File: src/hdl/tmc_regs.vh
// How it works
// RULE1: buffered bit set gives one 16-bit access; clear gives two byte accesses
// RULE2: source field 1x both units, 01 second only, 00 neither use us
// RULE3: prescale code 11 1:8, 10 1:4, 01 1:2, 00 1:1
// RULE4: external source: sync-disable 1 skips synchroniser stage, 0 uses it
// RULE5: source 0 counts every cycle; 1 counts edges after first fall
// RULE6: on bit enables counting; clearing it halts and keeps the count
// RULE7: timer, synchronous counter and asynchronous counter modes exist
// RULE8: oscillator enabled forces both port pins to input, reads zero
// RULE9: buffered mode: low byte read copies live high byte to buffer
// RULE10: buffered mode: low byte write loads buffer into live high byte
// RULE11: buffered mode: high byte address reaches only the buffer
// RULE12: low byte write clears prescaler; high byte write leaves it
// RULE13: software sets oscillator enable and source select to use oscillator
// RULE14: count wraps from all ones to zero and sets overflow flag
// RULE15: overflow flag sticky; interrupt only when enable bit 1 set
// RULE16: compare mode 1011 on our unit resets count, may start conversion
// RULE17: software avoids asynchronous mode when relying on trigger resets
// RULE18: count write in trigger cycle wins; the trigger's count reset is dropped, its conversion start still fires
// RULE19: second unit trigger resets count without setting overflow flag
// RULE20: reset clears control, prescaler and high byte buffer
`ifndef TMC_REGS_VH
`define TMC_REGS_VH
`define TMC_OFS_CTRL 12'h000
`define TMC_OFS_LOW 12'h004
`define TMC_OFS_HIGH 12'h008
`define TMC_OFS_FLAGS 12'h00C
`define TMC_OFS_ENABLES 12'h010
`define TMC_OFS_PRIOS 12'h014
`define TMC_BIT_BUF16 7
`define TMC_BIT_SRC_HI 6
`define TMC_BIT_PRE_HI 5
`define TMC_BIT_PRE_LO 4
`define TMC_BIT_SRC_LO 3
`define TMC_BIT_NOSYNC 2
`define TMC_BIT_CLKSEL 1
`define TMC_BIT_ON 0
`define TMC_BIT_OVF 1
`define TMC_CTRL_RST 8'h00
`define TMC_BYTE_RST 8'h00
`define TMC_PRE_RST 3'h0
`define TMC_MODE_TRIG 4'hB
`define TMC_CNT_MAX 16'hFFFF
`define TMC_CNT_ZERO 16'h0000
`define TMC_TRANS_NSEQ_BIT 1
`define TMC_RESP_OKAY 1'b0
`define TMC_WORD_ZERO 32'h00000000
`endif

File: src/hdl/tmc_timer.v
// The address map and the AHB-Lite interface to the registers are this design's own decisions.
`timescale 1ns/1ns
`include "tmc_regs.vh"
module tmc_timer #(
  parameter ADDR_W = 12,
  parameter PRE_W = 3
) (
  input wire hclk,
  input wire hresetn,
  input wire hsel,
  input wire [31:0] haddr,
  input wire [1:0] htrans,
  input wire hwrite,
  input wire [2:0] hsize,
  input wire [31:0] hwdata,
  input wire hready,
  output reg hreadyout,
  output wire hresp,
  output reg [31:0] hrdata,
  input wire external_count_input,
  input wire lowpower_osc_clk,
  input wire lowpower_osc_enable,
  input wire [3:0] first_compare_mode,
  input wire [3:0] second_compare_mode,
  input wire first_compare_match,
  input wire second_compare_match,
  input wire adc_enable,
  output reg adc_start,
  output reg first_unit_uses_this,
  output reg second_unit_uses_this,
  input wire [1:0] port_direction_bits,
  input wire [1:0] port_pin_in,
  output reg [1:0] port_pin_oe,
  output reg [1:0] port_read,
  output reg overflow_irq,
  output reg overflow_irq_high
);

  // 1:2^sel divide: tick when the low sel bits are all ones
  function pre_done;
    input [PRE_W-1:0] cnt;
    input [1:0] sel;
    reg [PRE_W-1:0] mask;
    begin
      mask = ~({PRE_W{1'b1}} << sel);
      pre_done = ((cnt & mask) == mask);
    end
  endfunction

  function sel_is;
    input [ADDR_W-1:0] a;
    input [ADDR_W-1:0] ofs;
    begin
      sel_is = (a == ofs);
    end
  endfunction

  reg [7:0] counter_control;
  reg [7:0] count_low_byte;
  reg [7:0] count_high_byte;
  reg [7:0] high_buffer;
  reg overflow_flag;
  reg overflow_irq_enable;
  reg overflow_irq_priority;
  reg [PRE_W-1:0] prescale_cnt;

  reg ext_s1;
  reg ext_s2;
  reg osc_s1;
  reg osc_s2;
  reg [1:0] pin_s1;
  reg [1:0] pin_s2;
  reg src_d1;
  reg src_prev;
  reg armed;

  reg dp_wr;
  reg dp_rd;
  reg rd_wait;
  reg [ADDR_W-1:0] dp_addr;

  wire buffered_access_enable = counter_control[`TMC_BIT_BUF16];
  wire compare_source_sel_hi = counter_control[`TMC_BIT_SRC_HI];
  wire compare_source_sel_lo = counter_control[`TMC_BIT_SRC_LO];
  wire [1:0] input_prescale_sel =
    counter_control[`TMC_BIT_PRE_HI:`TMC_BIT_PRE_LO];
  wire ext_sync_disable = counter_control[`TMC_BIT_NOSYNC];
  wire clock_source_sel = counter_control[`TMC_BIT_CLKSEL];
  wire counter_on = counter_control[`TMC_BIT_ON];

  assign hresp = `TMC_RESP_OKAY;

  // address phase accepted only while the bus is ready
  wire addr_take = hsel & htrans[`TMC_TRANS_NSEQ_BIT] & hready;

  wire wr_ctrl = dp_wr & sel_is(dp_addr, `TMC_OFS_CTRL);
  wire wr_low = dp_wr & sel_is(dp_addr, `TMC_OFS_LOW);
  wire wr_high = dp_wr & sel_is(dp_addr, `TMC_OFS_HIGH);
  wire wr_flags = dp_wr & sel_is(dp_addr, `TMC_OFS_FLAGS);
  wire wr_en = dp_wr & sel_is(dp_addr, `TMC_OFS_ENABLES);
  wire wr_prio = dp_wr & sel_is(dp_addr, `TMC_OFS_PRIOS);
  wire rd_low = dp_rd & rd_wait & sel_is(dp_addr, `TMC_OFS_LOW);

  // any write that touches the live count this cycle
  wire count_write = wr_low | (wr_high & ~buffered_access_enable);

  // routing of this timer to the compare units
  wire first_uses = compare_source_sel_hi; // RULE2
  wire second_uses = compare_source_sel_hi | compare_source_sel_lo; // RULE2

  // external source: oscillator when enabled, else the count pin
  wire src_raw = lowpower_osc_enable ? osc_s2 : ext_s2; // RULE7 RULE13
  // sync mode adds a stage that mirrors the sampling latency
  wire src_now = ext_sync_disable ? src_raw : src_d1; // RULE4
  wire src_rise = src_now & ~src_prev;
  wire src_fall = ~src_now & src_prev;

  wire count_clk = clock_source_sel ? (src_rise & armed) : 1'b1; // RULE5
  wire count_tick = counter_on & count_clk; // RULE6
  wire count_inc = count_tick &
    pre_done(prescale_cnt, input_prescale_sel); // RULE3

  wire first_trig = first_compare_match & first_uses &
    (first_compare_mode == `TMC_MODE_TRIG); // RULE16
  wire second_trig = second_compare_match & second_uses &
    (second_compare_mode == `TMC_MODE_TRIG); // RULE16
  // a write in the same cycle beats the trigger
  wire trig_reset = (first_trig | second_trig) & ~count_write; // RULE18

  wire [15:0] count_now = {count_high_byte, count_low_byte};
  wire [15:0] count_next = count_now + 16'h0001;
  wire wrap = count_inc & (count_now == `TMC_CNT_MAX); // RULE14

  // pin synchronisers, first stage read only by the second
  always @(posedge hclk or negedge hresetn) begin
    if (!hresetn) begin
      ext_s1 <= 1'b0;
      ext_s2 <= 1'b0;
      osc_s1 <= 1'b0;
      osc_s2 <= 1'b0;
      pin_s1 <= 2'h0;
      pin_s2 <= 2'h0;
    end else begin
      ext_s1 <= external_count_input;
      ext_s2 <= ext_s1;
      osc_s1 <= lowpower_osc_clk;
      osc_s2 <= osc_s1;
      pin_s1 <= port_pin_in;
      pin_s2 <= pin_s1;
    end
  end

  // edge detection and the first-falling-edge arm
  always @(posedge hclk or negedge hresetn) begin
    if (!hresetn) begin
      src_d1 <= 1'b0;
      src_prev <= 1'b0;
      armed <= 1'b0;
    end else begin
      src_d1 <= src_raw;
      src_prev <= src_now;
      if (!counter_on || !clock_source_sel) begin
        armed <= 1'b0;
      end else if (src_fall) begin
        armed <= 1'b1; // RULE5
      end
    end
  end

  // bus data phase tracking; reads take one wait state
  always @(posedge hclk or negedge hresetn) begin
    if (!hresetn) begin
      dp_wr <= 1'b0;
      dp_rd <= 1'b0;
      rd_wait <= 1'b0;
      dp_addr <= {ADDR_W{1'b0}};
    end else begin
      if (addr_take) begin
        dp_wr <= hwrite;
        dp_rd <= ~hwrite;
        rd_wait <= ~hwrite;
        dp_addr <= haddr[ADDR_W-1:0];
      end else if (hready) begin
        dp_wr <= 1'b0;
        dp_rd <= 1'b0;
        rd_wait <= 1'b0;
      end else begin
        rd_wait <= 1'b0;
      end
    end
  end

  always @* begin
    hreadyout = ~(dp_rd & rd_wait);
  end

  // read data is sampled after any write of the previous cycle
  always @(posedge hclk or negedge hresetn) begin
    if (!hresetn) begin
      hrdata <= `TMC_WORD_ZERO;
    end else if (dp_rd & rd_wait) begin
      hrdata <= `TMC_WORD_ZERO;
      case (dp_addr)
        `TMC_OFS_CTRL: begin
          hrdata[7:0] <= counter_control;
        end
        `TMC_OFS_LOW: begin
          hrdata[7:0] <= count_low_byte;
        end
        `TMC_OFS_HIGH: begin
          if (buffered_access_enable) begin
            hrdata[7:0] <= high_buffer; // RULE11
          end else begin
            hrdata[7:0] <= count_high_byte; // RULE1
          end
        end
        `TMC_OFS_FLAGS: begin
          hrdata[`TMC_BIT_OVF] <= overflow_flag;
        end
        `TMC_OFS_ENABLES: begin
          hrdata[`TMC_BIT_OVF] <= overflow_irq_enable;
        end
        `TMC_OFS_PRIOS: begin
          hrdata[`TMC_BIT_OVF] <= overflow_irq_priority;
        end
        default: begin
          hrdata <= `TMC_WORD_ZERO;
        end
      endcase
    end
  end

  // control and interrupt configuration registers
  always @(posedge hclk or negedge hresetn) begin
    if (!hresetn) begin
      counter_control <= `TMC_CTRL_RST; // RULE20
      overflow_irq_enable <= 1'b0;
      overflow_irq_priority <= 1'b0;
    end else begin
      if (wr_ctrl) begin
        counter_control <= hwdata[7:0];
      end
      if (wr_en) begin
        overflow_irq_enable <= hwdata[`TMC_BIT_OVF];
      end
      if (wr_prio) begin
        overflow_irq_priority <= hwdata[`TMC_BIT_OVF];
      end
    end
  end

  // overflow flag: writing 0 clears, a wrap in that cycle wins
  reg next_overflow_flag;
  always @* begin
    next_overflow_flag = overflow_flag;
    if (wrap & ~count_write & ~trig_reset) begin
      next_overflow_flag = 1'b1; // RULE14 RULE19
    end else if (wr_flags & ~hwdata[`TMC_BIT_OVF]) begin
      next_overflow_flag = 1'b0; // RULE15
    end
  end

  always @(posedge hclk or negedge hresetn) begin
    if (!hresetn) begin
      overflow_flag <= 1'b0;
    end else begin
      overflow_flag <= next_overflow_flag;
    end
  end

  // prescaler: low byte writes and trigger resets restart the divide
  reg [PRE_W-1:0] next_prescale;
  always @* begin
    next_prescale = prescale_cnt;
    if (wr_low) begin
      next_prescale = `TMC_PRE_RST; // RULE12
    end else if (trig_reset) begin
      next_prescale = `TMC_PRE_RST;
    end else if (count_tick) begin
      next_prescale = prescale_cnt + {{(PRE_W-1){1'b0}}, 1'b1};
    end
  end

  always @(posedge hclk or negedge hresetn) begin
    if (!hresetn) begin
      prescale_cnt <= `TMC_PRE_RST; // RULE20
    end else begin
      prescale_cnt <= next_prescale;
    end
  end

  // high byte buffer
  always @(posedge hclk or negedge hresetn) begin
    if (!hresetn) begin
      high_buffer <= `TMC_BYTE_RST; // RULE20
    end else if (buffered_access_enable) begin
      if (wr_high) begin
        high_buffer <= hwdata[7:0]; // RULE11
      end else if (rd_low) begin
        high_buffer <= count_high_byte; // RULE9
      end
    end
  end

  // the count pair; writes beat triggers, triggers beat counting
  reg [7:0] next_count_low;
  reg [7:0] next_count_high;
  always @* begin
    next_count_low = count_low_byte;
    next_count_high = count_high_byte;
    if (count_write) begin
      if (wr_low) begin
        next_count_low = hwdata[7:0]; // RULE1
        if (buffered_access_enable) begin
          next_count_high = high_buffer; // RULE10
        end
      end else begin
        next_count_high = hwdata[7:0]; // RULE1
      end
    end else if (trig_reset) begin
      next_count_low = `TMC_BYTE_RST; // RULE16
      next_count_high = `TMC_BYTE_RST;
    end else if (count_inc) begin
      next_count_low = count_next[7:0]; // RULE14
      next_count_high = count_next[15:8];
    end
  end

  always @(posedge hclk or negedge hresetn) begin
    if (!hresetn) begin
      count_low_byte <= `TMC_BYTE_RST;
      count_high_byte <= `TMC_BYTE_RST;
    end else begin
      count_low_byte <= next_count_low;
      count_high_byte <= next_count_high;
    end
  end

  // routing and conversion start, all registered
  always @(posedge hclk or negedge hresetn) begin
    if (!hresetn) begin
      adc_start <= 1'b0;
      first_unit_uses_this <= 1'b0;
      second_unit_uses_this <= 1'b0;
    end else begin
      // only the second unit starts conversions
      adc_start <= second_trig & adc_enable; // RULE16
      first_unit_uses_this <= first_uses; // RULE2
      second_unit_uses_this <= second_uses; // RULE2
    end
  end

  // oscillator pins become inputs and read as zero
  always @(posedge hclk or negedge hresetn) begin
    if (!hresetn) begin
      port_pin_oe <= 2'h0;
      port_read <= 2'h0;
    end else if (lowpower_osc_enable) begin
      port_pin_oe <= 2'h0; // RULE8
      port_read <= 2'h0; // RULE8
    end else begin
      port_pin_oe <= ~port_direction_bits;
      port_read <= pin_s2;
    end
  end

  // requests follow the sticky flag, so clearing it drops them
  always @(posedge hclk or negedge hresetn) begin
    if (!hresetn) begin
      overflow_irq <= 1'b0;
      overflow_irq_high <= 1'b0;
    end else begin
      overflow_irq <= overflow_flag & overflow_irq_enable; // RULE15
      overflow_irq_high <= overflow_flag & overflow_irq_enable &
        overflow_irq_priority;
    end
  end

endmodule

File: config.mk
export PLATFORM = sky130hd
export DESIGN_NAME = tmc_timer
export DESIGN_NICKNAME = d
export VERILOG_FILES = /design/src/hdl/tmc_timer.v
export VERILOG_INCLUDE_DIRS = /design/src /design/src/hdl
export SDC_FILE = /design/constraint.sdc
export NUM_CORES = 1
export LEC_CHECK = 0
export BUFFER_PORTS_ARGS = -buffer_cell sky130_fd_sc_hd__buf_2
export CORE_MARGIN = 8
export CORE_UTILIZATION = 45
export DETAILED_ROUTE_END_ITERATION = 12
export HOLD_SLACK_MARGIN = 0.15
export PLACE_DENSITY = 0.72
export RECOVER_POWER = 25
export SYNTH_ARGS = -nofsm -noshare
export SYNTH_HDL_FRONTEND = slang
export SYNTH_SLANG_ARGS = --single-unit
File: constraint.sdc
create_clock -name hclk -period 2.3 [get_ports hclk]
set_input_delay 0.115 -clock hclk [delete_from_list [all_inputs] [get_ports hclk]]
set_output_delay 0.115 -clock hclk [all_outputs]
set_load 0.03 [all_outputs]
### After elaboration in Yosys (flattened, before gate mapping)

Index checks and enable logic that the tools add are counted.
W data, S select, Z words.

* input bits: 92
* register bits: 81
* output and inout port bits: 43

* reduce and logical (&&, ||, !) cells: 12
* multiplexer cells: 30
* bitwise operators: 42
* $add $sub $neg: 2
* eq/ne operators: 10
* shift operators: 1

Operators by type and width (count)
* $mux W8: 11
* $and A1 B1 Y1: 28
* $eq A12 B4 Y1 const B: 2
* $eq A12 B5 Y1 const B: 2
* $pmux W6 S3: 1
* $add A16 B1 Y16 const B: 1
* $eq A16 B16 Y1 const B: 1
* $eq A12 B3 Y1 const B: 1
* $logic_not A12 Y1: 1
* $mux W1: 11
* $mux W3: 3
* $eq A4 B4 Y1 const B: 2
* $not A1 Y1: 8
* $reduce_bool A2 Y1: 4
* $pmux W1 S6: 1
* $reduce_bool A3 Y1: 2
* $mux W2: 2
* $reduce_and A2 Y1: 2
* $add A3 B1 Y3 const B: 1
* $and A3 B3 Y3: 1
* $eq A3 B3 Y1: 1
* $not A3 Y3: 1
* $or A1 B1 Y1: 3
* $pmux W1 S3: 1
* 5 further kinds: 6

### Logic depth before layout (Yosys ltp)

* depth after elaboration: 11
* depth in mapped cells: 9

### Least setup slack after synthesis

OpenSTA, ideal clock, no wires.

* path kind: register to register
* start: register dp_addr[11]
* end: register count_high_byte[7]
* data arrival time: 1.737 ns
* period minus slack after synthesis: 1.858 ns
* cell stages (with the launch flop): 8
* required time: 2.179 ns
* buffers on the path: 1
* library setup time: 0.121 ns
* path slack: 0.442 ns
* cells stage by stage: dfrtp_1 nor4_4 nand2_1 or4_4 buf_6 nand2_8 a311oi_1 o22a_1

* cells in the longest elaborated chain, start to end: 8

RTL lines
* from (decl): RTL line tmc_timer.v:80 `reg [ADDR_W-1:0] dp_addr;`
* from (signal assigned): RTL line tmc_timer.v:176 `dp_addr <= {ADDR_W{1'b0}};`
* from (signal assigned): RTL line tmc_timer.v:182 `dp_addr <= haddr[ADDR_W-1:0];`
* $eq A12 B4 Y1: RTL line tmc_timer.v:54 `sel_is = (a == ofs);`
* $and A1 B1 Y1: RTL line tmc_timer.v:98 `` wire wr_high = dp_wr & sel_is(dp_addr, `TMC_OFS_HIGH); ``
* $and A1 B1 Y1: RTL line tmc_timer.v:105 `wire count_write = wr_low | (wr_high & ~buffered_access_enable);`
* $or A1 B1 Y1: RTL line tmc_timer.v:105
* $not A1 Y1: RTL line tmc_timer.v:128 `wire trig_reset = (first_trig | second_trig) & ~count_write;`
* $and A1 B1 Y1: RTL line tmc_timer.v:128
* $mux W8: RTL line tmc_timer.v:320 `end else if (trig_reset) begin`
* $mux W8: RTL line tmc_timer.v:311 `if (count_write) begin`
* to (signal assigned): RTL line tmc_timer.v:332 `` count_high_byte <= `TMC_BYTE_RST; ``
* to (signal assigned): RTL line tmc_timer.v:335 `count_high_byte <= next_count_high;`
* to (decl): RTL line tmc_timer.v:60 `reg [7:0] count_high_byte;`

Several ways; a longest one is shown, not always the timed one.
A chain may end at the register's enable or synchronous reset.

### Worst setup path in the final report

* start: input port lowpower_osc_enable
* end: register count_low_byte[5]

* cells in the longest elaborated chain, start to end: 9

RTL lines
* from (decl): RTL line tmc_timer.v:22 `input wire lowpower_osc_enable,`
* $mux W1: RTL line tmc_timer.v:112 `wire src_raw = lowpower_osc_enable ? osc_s2 : ext_s2;`
* $mux W1: RTL line tmc_timer.v:114 `wire src_now = ext_sync_disable ? src_raw : src_d1;`
* $and A1 B1 Y1: RTL line tmc_timer.v:115 `wire src_rise = src_now & ~src_prev;`
* $and A1 B1 Y1: RTL line tmc_timer.v:118 `wire count_clk = clock_source_sel ? (src_rise & armed) : 1'b1;`
* $mux W1: RTL line tmc_timer.v:118
* $and A1 B1 Y1: RTL line tmc_timer.v:119 `wire count_tick = counter_on & count_clk;`
* $and A1 B1 Y1: RTL line tmc_timer.v:120 `wire count_inc = count_tick &`
* $reduce_bool A3 Y1 (no source line)
* $reduce_and A2 Y1 (no source line)
* to (signal assigned): RTL line tmc_timer.v:331 `` count_low_byte <= `TMC_BYTE_RST; ``
* to (signal assigned): RTL line tmc_timer.v:334 `count_low_byte <= next_count_low;`
* to (decl): RTL line tmc_timer.v:59 `reg [7:0] count_low_byte;`

Every way passes these cells.

==> impl_metrics.json <==
{
  "status": "completed",
  "wirelength_um": 11100,
  "gp_congestion": 0.904,
  "grt_first_pass_wirelength_um": 18400,
  "drc": 0,
  "ctsHtreeMaxLevel": 3,
  "dp_hpwl_um": 8150,
  "ir_drop_uv": 312,
  "hold_path_end": "count_high_byte[3]",
  "clock-sinks": 81,
  "pwr_density_cell_nw_per_um2": 681,
  "hold_viol": 0,
  "hp-class": "input pin to register",
  "rsz0062_at_grt": "false",
  "fin_nets": 623,
  "cp.required_ps": 2610,
  "ios": 135,
  "rr_worst_depth": 6,
  "path_clk_slew_ps": 90,
  "worst_pin_slew_ps": 931,
  "die_x_um": 114,
  "syn_area_um2": 4300,
  "critPathTopFamily": "compound AO/OA/AOI/OAI gates",
  "fmax_mhz": 482,
  "antenna_found_initial": 0,
  "cts_made_buffers": 9,
  "power_frac_clock_pct": 26.9,
  "die_height_um": 114,
  "cpPeakStageDelay_ps": 530,
  "hold_start": "first_compare_match",
  "setup_tns_ps": 0,
  "ys_types": 65,
  "wire_per_inst_um": 16.8,
  "crit_chain": "dlygate4sd3_1 -> buf_2 -> mux2i_1 -> o211ai_2 -> and3_1 -> nand2_1 -> o31ai_1 -> a32o_1",
  "syn2layout_area_growth_pct": 23.0,
  "ant_nets": 0,
  "start_util_pct": 46.5,
  "yosys_warnings": 0,
  "whs_path_depth": 4,
  "critPathBufInv": 2,
  "finalCritPeriodShare_pct": 90.2,
  "end_kind": "register",
  "ys_async_sr_fraction_pct": 100,
  "track_usage_pct": 18.0,
  "stdcell_count": 663,
  "clk_latency_ps": 360,
  "synth-seq-cells": 81,
  "rr_startpoint": "dp_addr[11]",
  "syn_avg_cell_area_um2": 10.3,
  "layout_common_cells": "dfrtp_1 (81), buf_2 (60), nand2_1 (39)",
  "die_area_um2": 12900,
  "p_seq_share_pct": 48.0,
  "critPathMaxFanout": 8,
  "clock_path_buffers": 2,
  "setup-violations-final": 0,
  "swShare_pct": 33.9,
  "slew_headroom_pct": 37.9,
  "port_buffers": 61,
  "drt_first_pass_iters": 5,
  "vias": 3495,
  "synthFlopType": "dfrtp_1",
  "dp_cells": 613,
  "timing_worst_setup_path_type": "input pin to register",
  "rows": 35,
  "grt_overflow_total": 0,
  "via_per_inst": 5.27,
  "cts_tree": "done",
  "grt_max_degree": 48,
  "cp.arrival_ps": 2380,
  "skew_ps": 6.23,
  "grt_pass1_vias": 3608,
  "p_switching_mw": 1.22,
  "cts-root-buf": "clkbuf_8",
  "final_common_cell": "dfrtp_1",
  "synth_edf_count": 0,
  "drt-initial-drc-count": 219,
  "core_area_um2": 9240,
  "period_minus_slack_ps": 2070,
  "worstReg2RegEnd": "count_high_byte[4]",
  "antenna_cells": 0,
  "startpoint_type": "input pin",
  "synthCells": 418,
  "ys_seq_area_share_pct": 47.2,
  "cellInternalPower_mw": 2.38,
  "drive_above_1_share_pct": 25.7,
  "r2r_slack_ps": 230,
  "maxSlewViolCount": 0,
  "maxCapViolCount": 0,
  "cts_setup_buffers": 0,
  "combPwrFrac_pct": 25.1,
  "cp_slowest_cell": "dlygate4sd3_1",
  "power.leakage_nw": 2.41
}
-- area by class of cell --
cell class / instances / area, µm²
inverters: 12 / 45.0
clock buffers: 10 / 128
well taps: 129 / 161
flip-flops and latches: 81 / 2030
fillers: 821 / 3960
repair buffers: 120 / 846
clock inverters: 6 / 50.0
multi-input cells: 305 / 2030
-- cells by family (layout without fill, tap and decap cells) --
| logic type | after synthesis | count (layout) | share of synthesized area, % |
|---|---|---|---|
| AND/OR/NAND/NOR | 136 | 136 | 17.2 |
| adder cells (fa/ha/maj) | 2 | 2 | 0.582 |
| flip-flops | 81 | 81 | 47.2 |
| other | 1 | 25 | 0.0873 |
| buffers and inverters | 56 | 148 | 8.18 |
| AO/OA/AOI/OAI | 94 | 94 | 14.6 |
| multiplexers | 43 | 43 | 11.2 |
| XOR/XNOR | 5 | 5 | 1.02 |
-- through the flow --
step / hold WS, ps / power, mW / instance area [µm²] / utilization (%) / setup slack [ps]
global route: 291 / 3.80 / 5290 / 57.2 / 42.1
CTS: 255 / 3.62 / 5270 / 57.0 / 158
finish: 294 / 3.60 / 5290 / 57.2 / 227
floorplan: -181 / 2.32 / 4390 / - / 442
global placement: 109 / 2.57 / 4750 / 51.4 / 193
detailed placement: 118 / 2.60 / 4750 / 51.4 / 180
-- state kept, by name (all words and copies together), names as in the netlist, 2 cells and up --
name             cells
count_high_byte      8
count_low_byte       8
counter_control      8
dp_addr             12
high_buffer          8
hrdata               8
pin_s1               2
pin_s2               2
port_pin_oe          2
port_read            2
prescale_cnt         3
-- routing by layer --
layer	share of wire (%)	GRT usage, %	routed length, µm
met5	0	0	0
met4	1.6	6.57	182
met3	5.7	3.70	633
met2	49	30.3	5440
met1	44	22.4	4890
-- timing repair --
item / in CTS / in global routing
hold buffers: 34 / 0
endpoints found under the hold margin: 128 / 0
gates resized for setup: 0 / 3
endpoints found under the setup margin: 0 / 5
-- synthesized netlist by cell type (9+ instances only) --
cell type | n | area share [%]
and3_1 | 10 | 1.5
nor2_1 | 32 | 2.8
o22ai_1 | 9 | 1.3
nand2_1 | 39 | 3.4
inv_1 | 12 | 1.0
mux2_2 | 17 | 4.5
dfrtp_1 | 81 | 47
o21ai_0 | 15 | 1.7
nand3_1 | 11 | 1.3
mux2i_1 | 20 | 4.7
a21oi_1 | 24 | 2.8
buf_4 | 30 | 5.2
-- power groups by stage --
stage	Sequential, mW	Clock [mW]	Combinational (mW)
6_report	1.73	0.967	0.903
3_3_place_gp	1.74	0	0.828
3_5_place_dp	1.76	0	0.848
2_1_floorplan	1.74	0	0.581
4_1_cts	1.73	1.00	0.893
5_1_grt	1.75	1.05	0.992
-- worst max path at each step --
stage	start	end	slack (ps)	cells past startpoint
floorplan	dp_addr[11]	count_high_byte[7]	440	7
CTS	dp_addr[11]	count_high_byte[4]	160	6
finish	lowpower_osc_enable	count_low_byte[5]	230	8
detailed placement	counter_control[6]	count_low_byte[6]	180	6
global route	dp_addr[11]	count_high_byte[4]	40	6
global placement	dp_addr[11]	count_high_byte[0]	190	6
-- worst register-to-register path, cell delays in order (launching register included) --
cell and delay (ps):
dfrtp_1 410, nor4_4 370, nand4_2 300, nor2_4 270, mux2_2 360, o32ai_1 140
o21a_1 160
No activity file was read; power rests on OpenSTA's default activity.
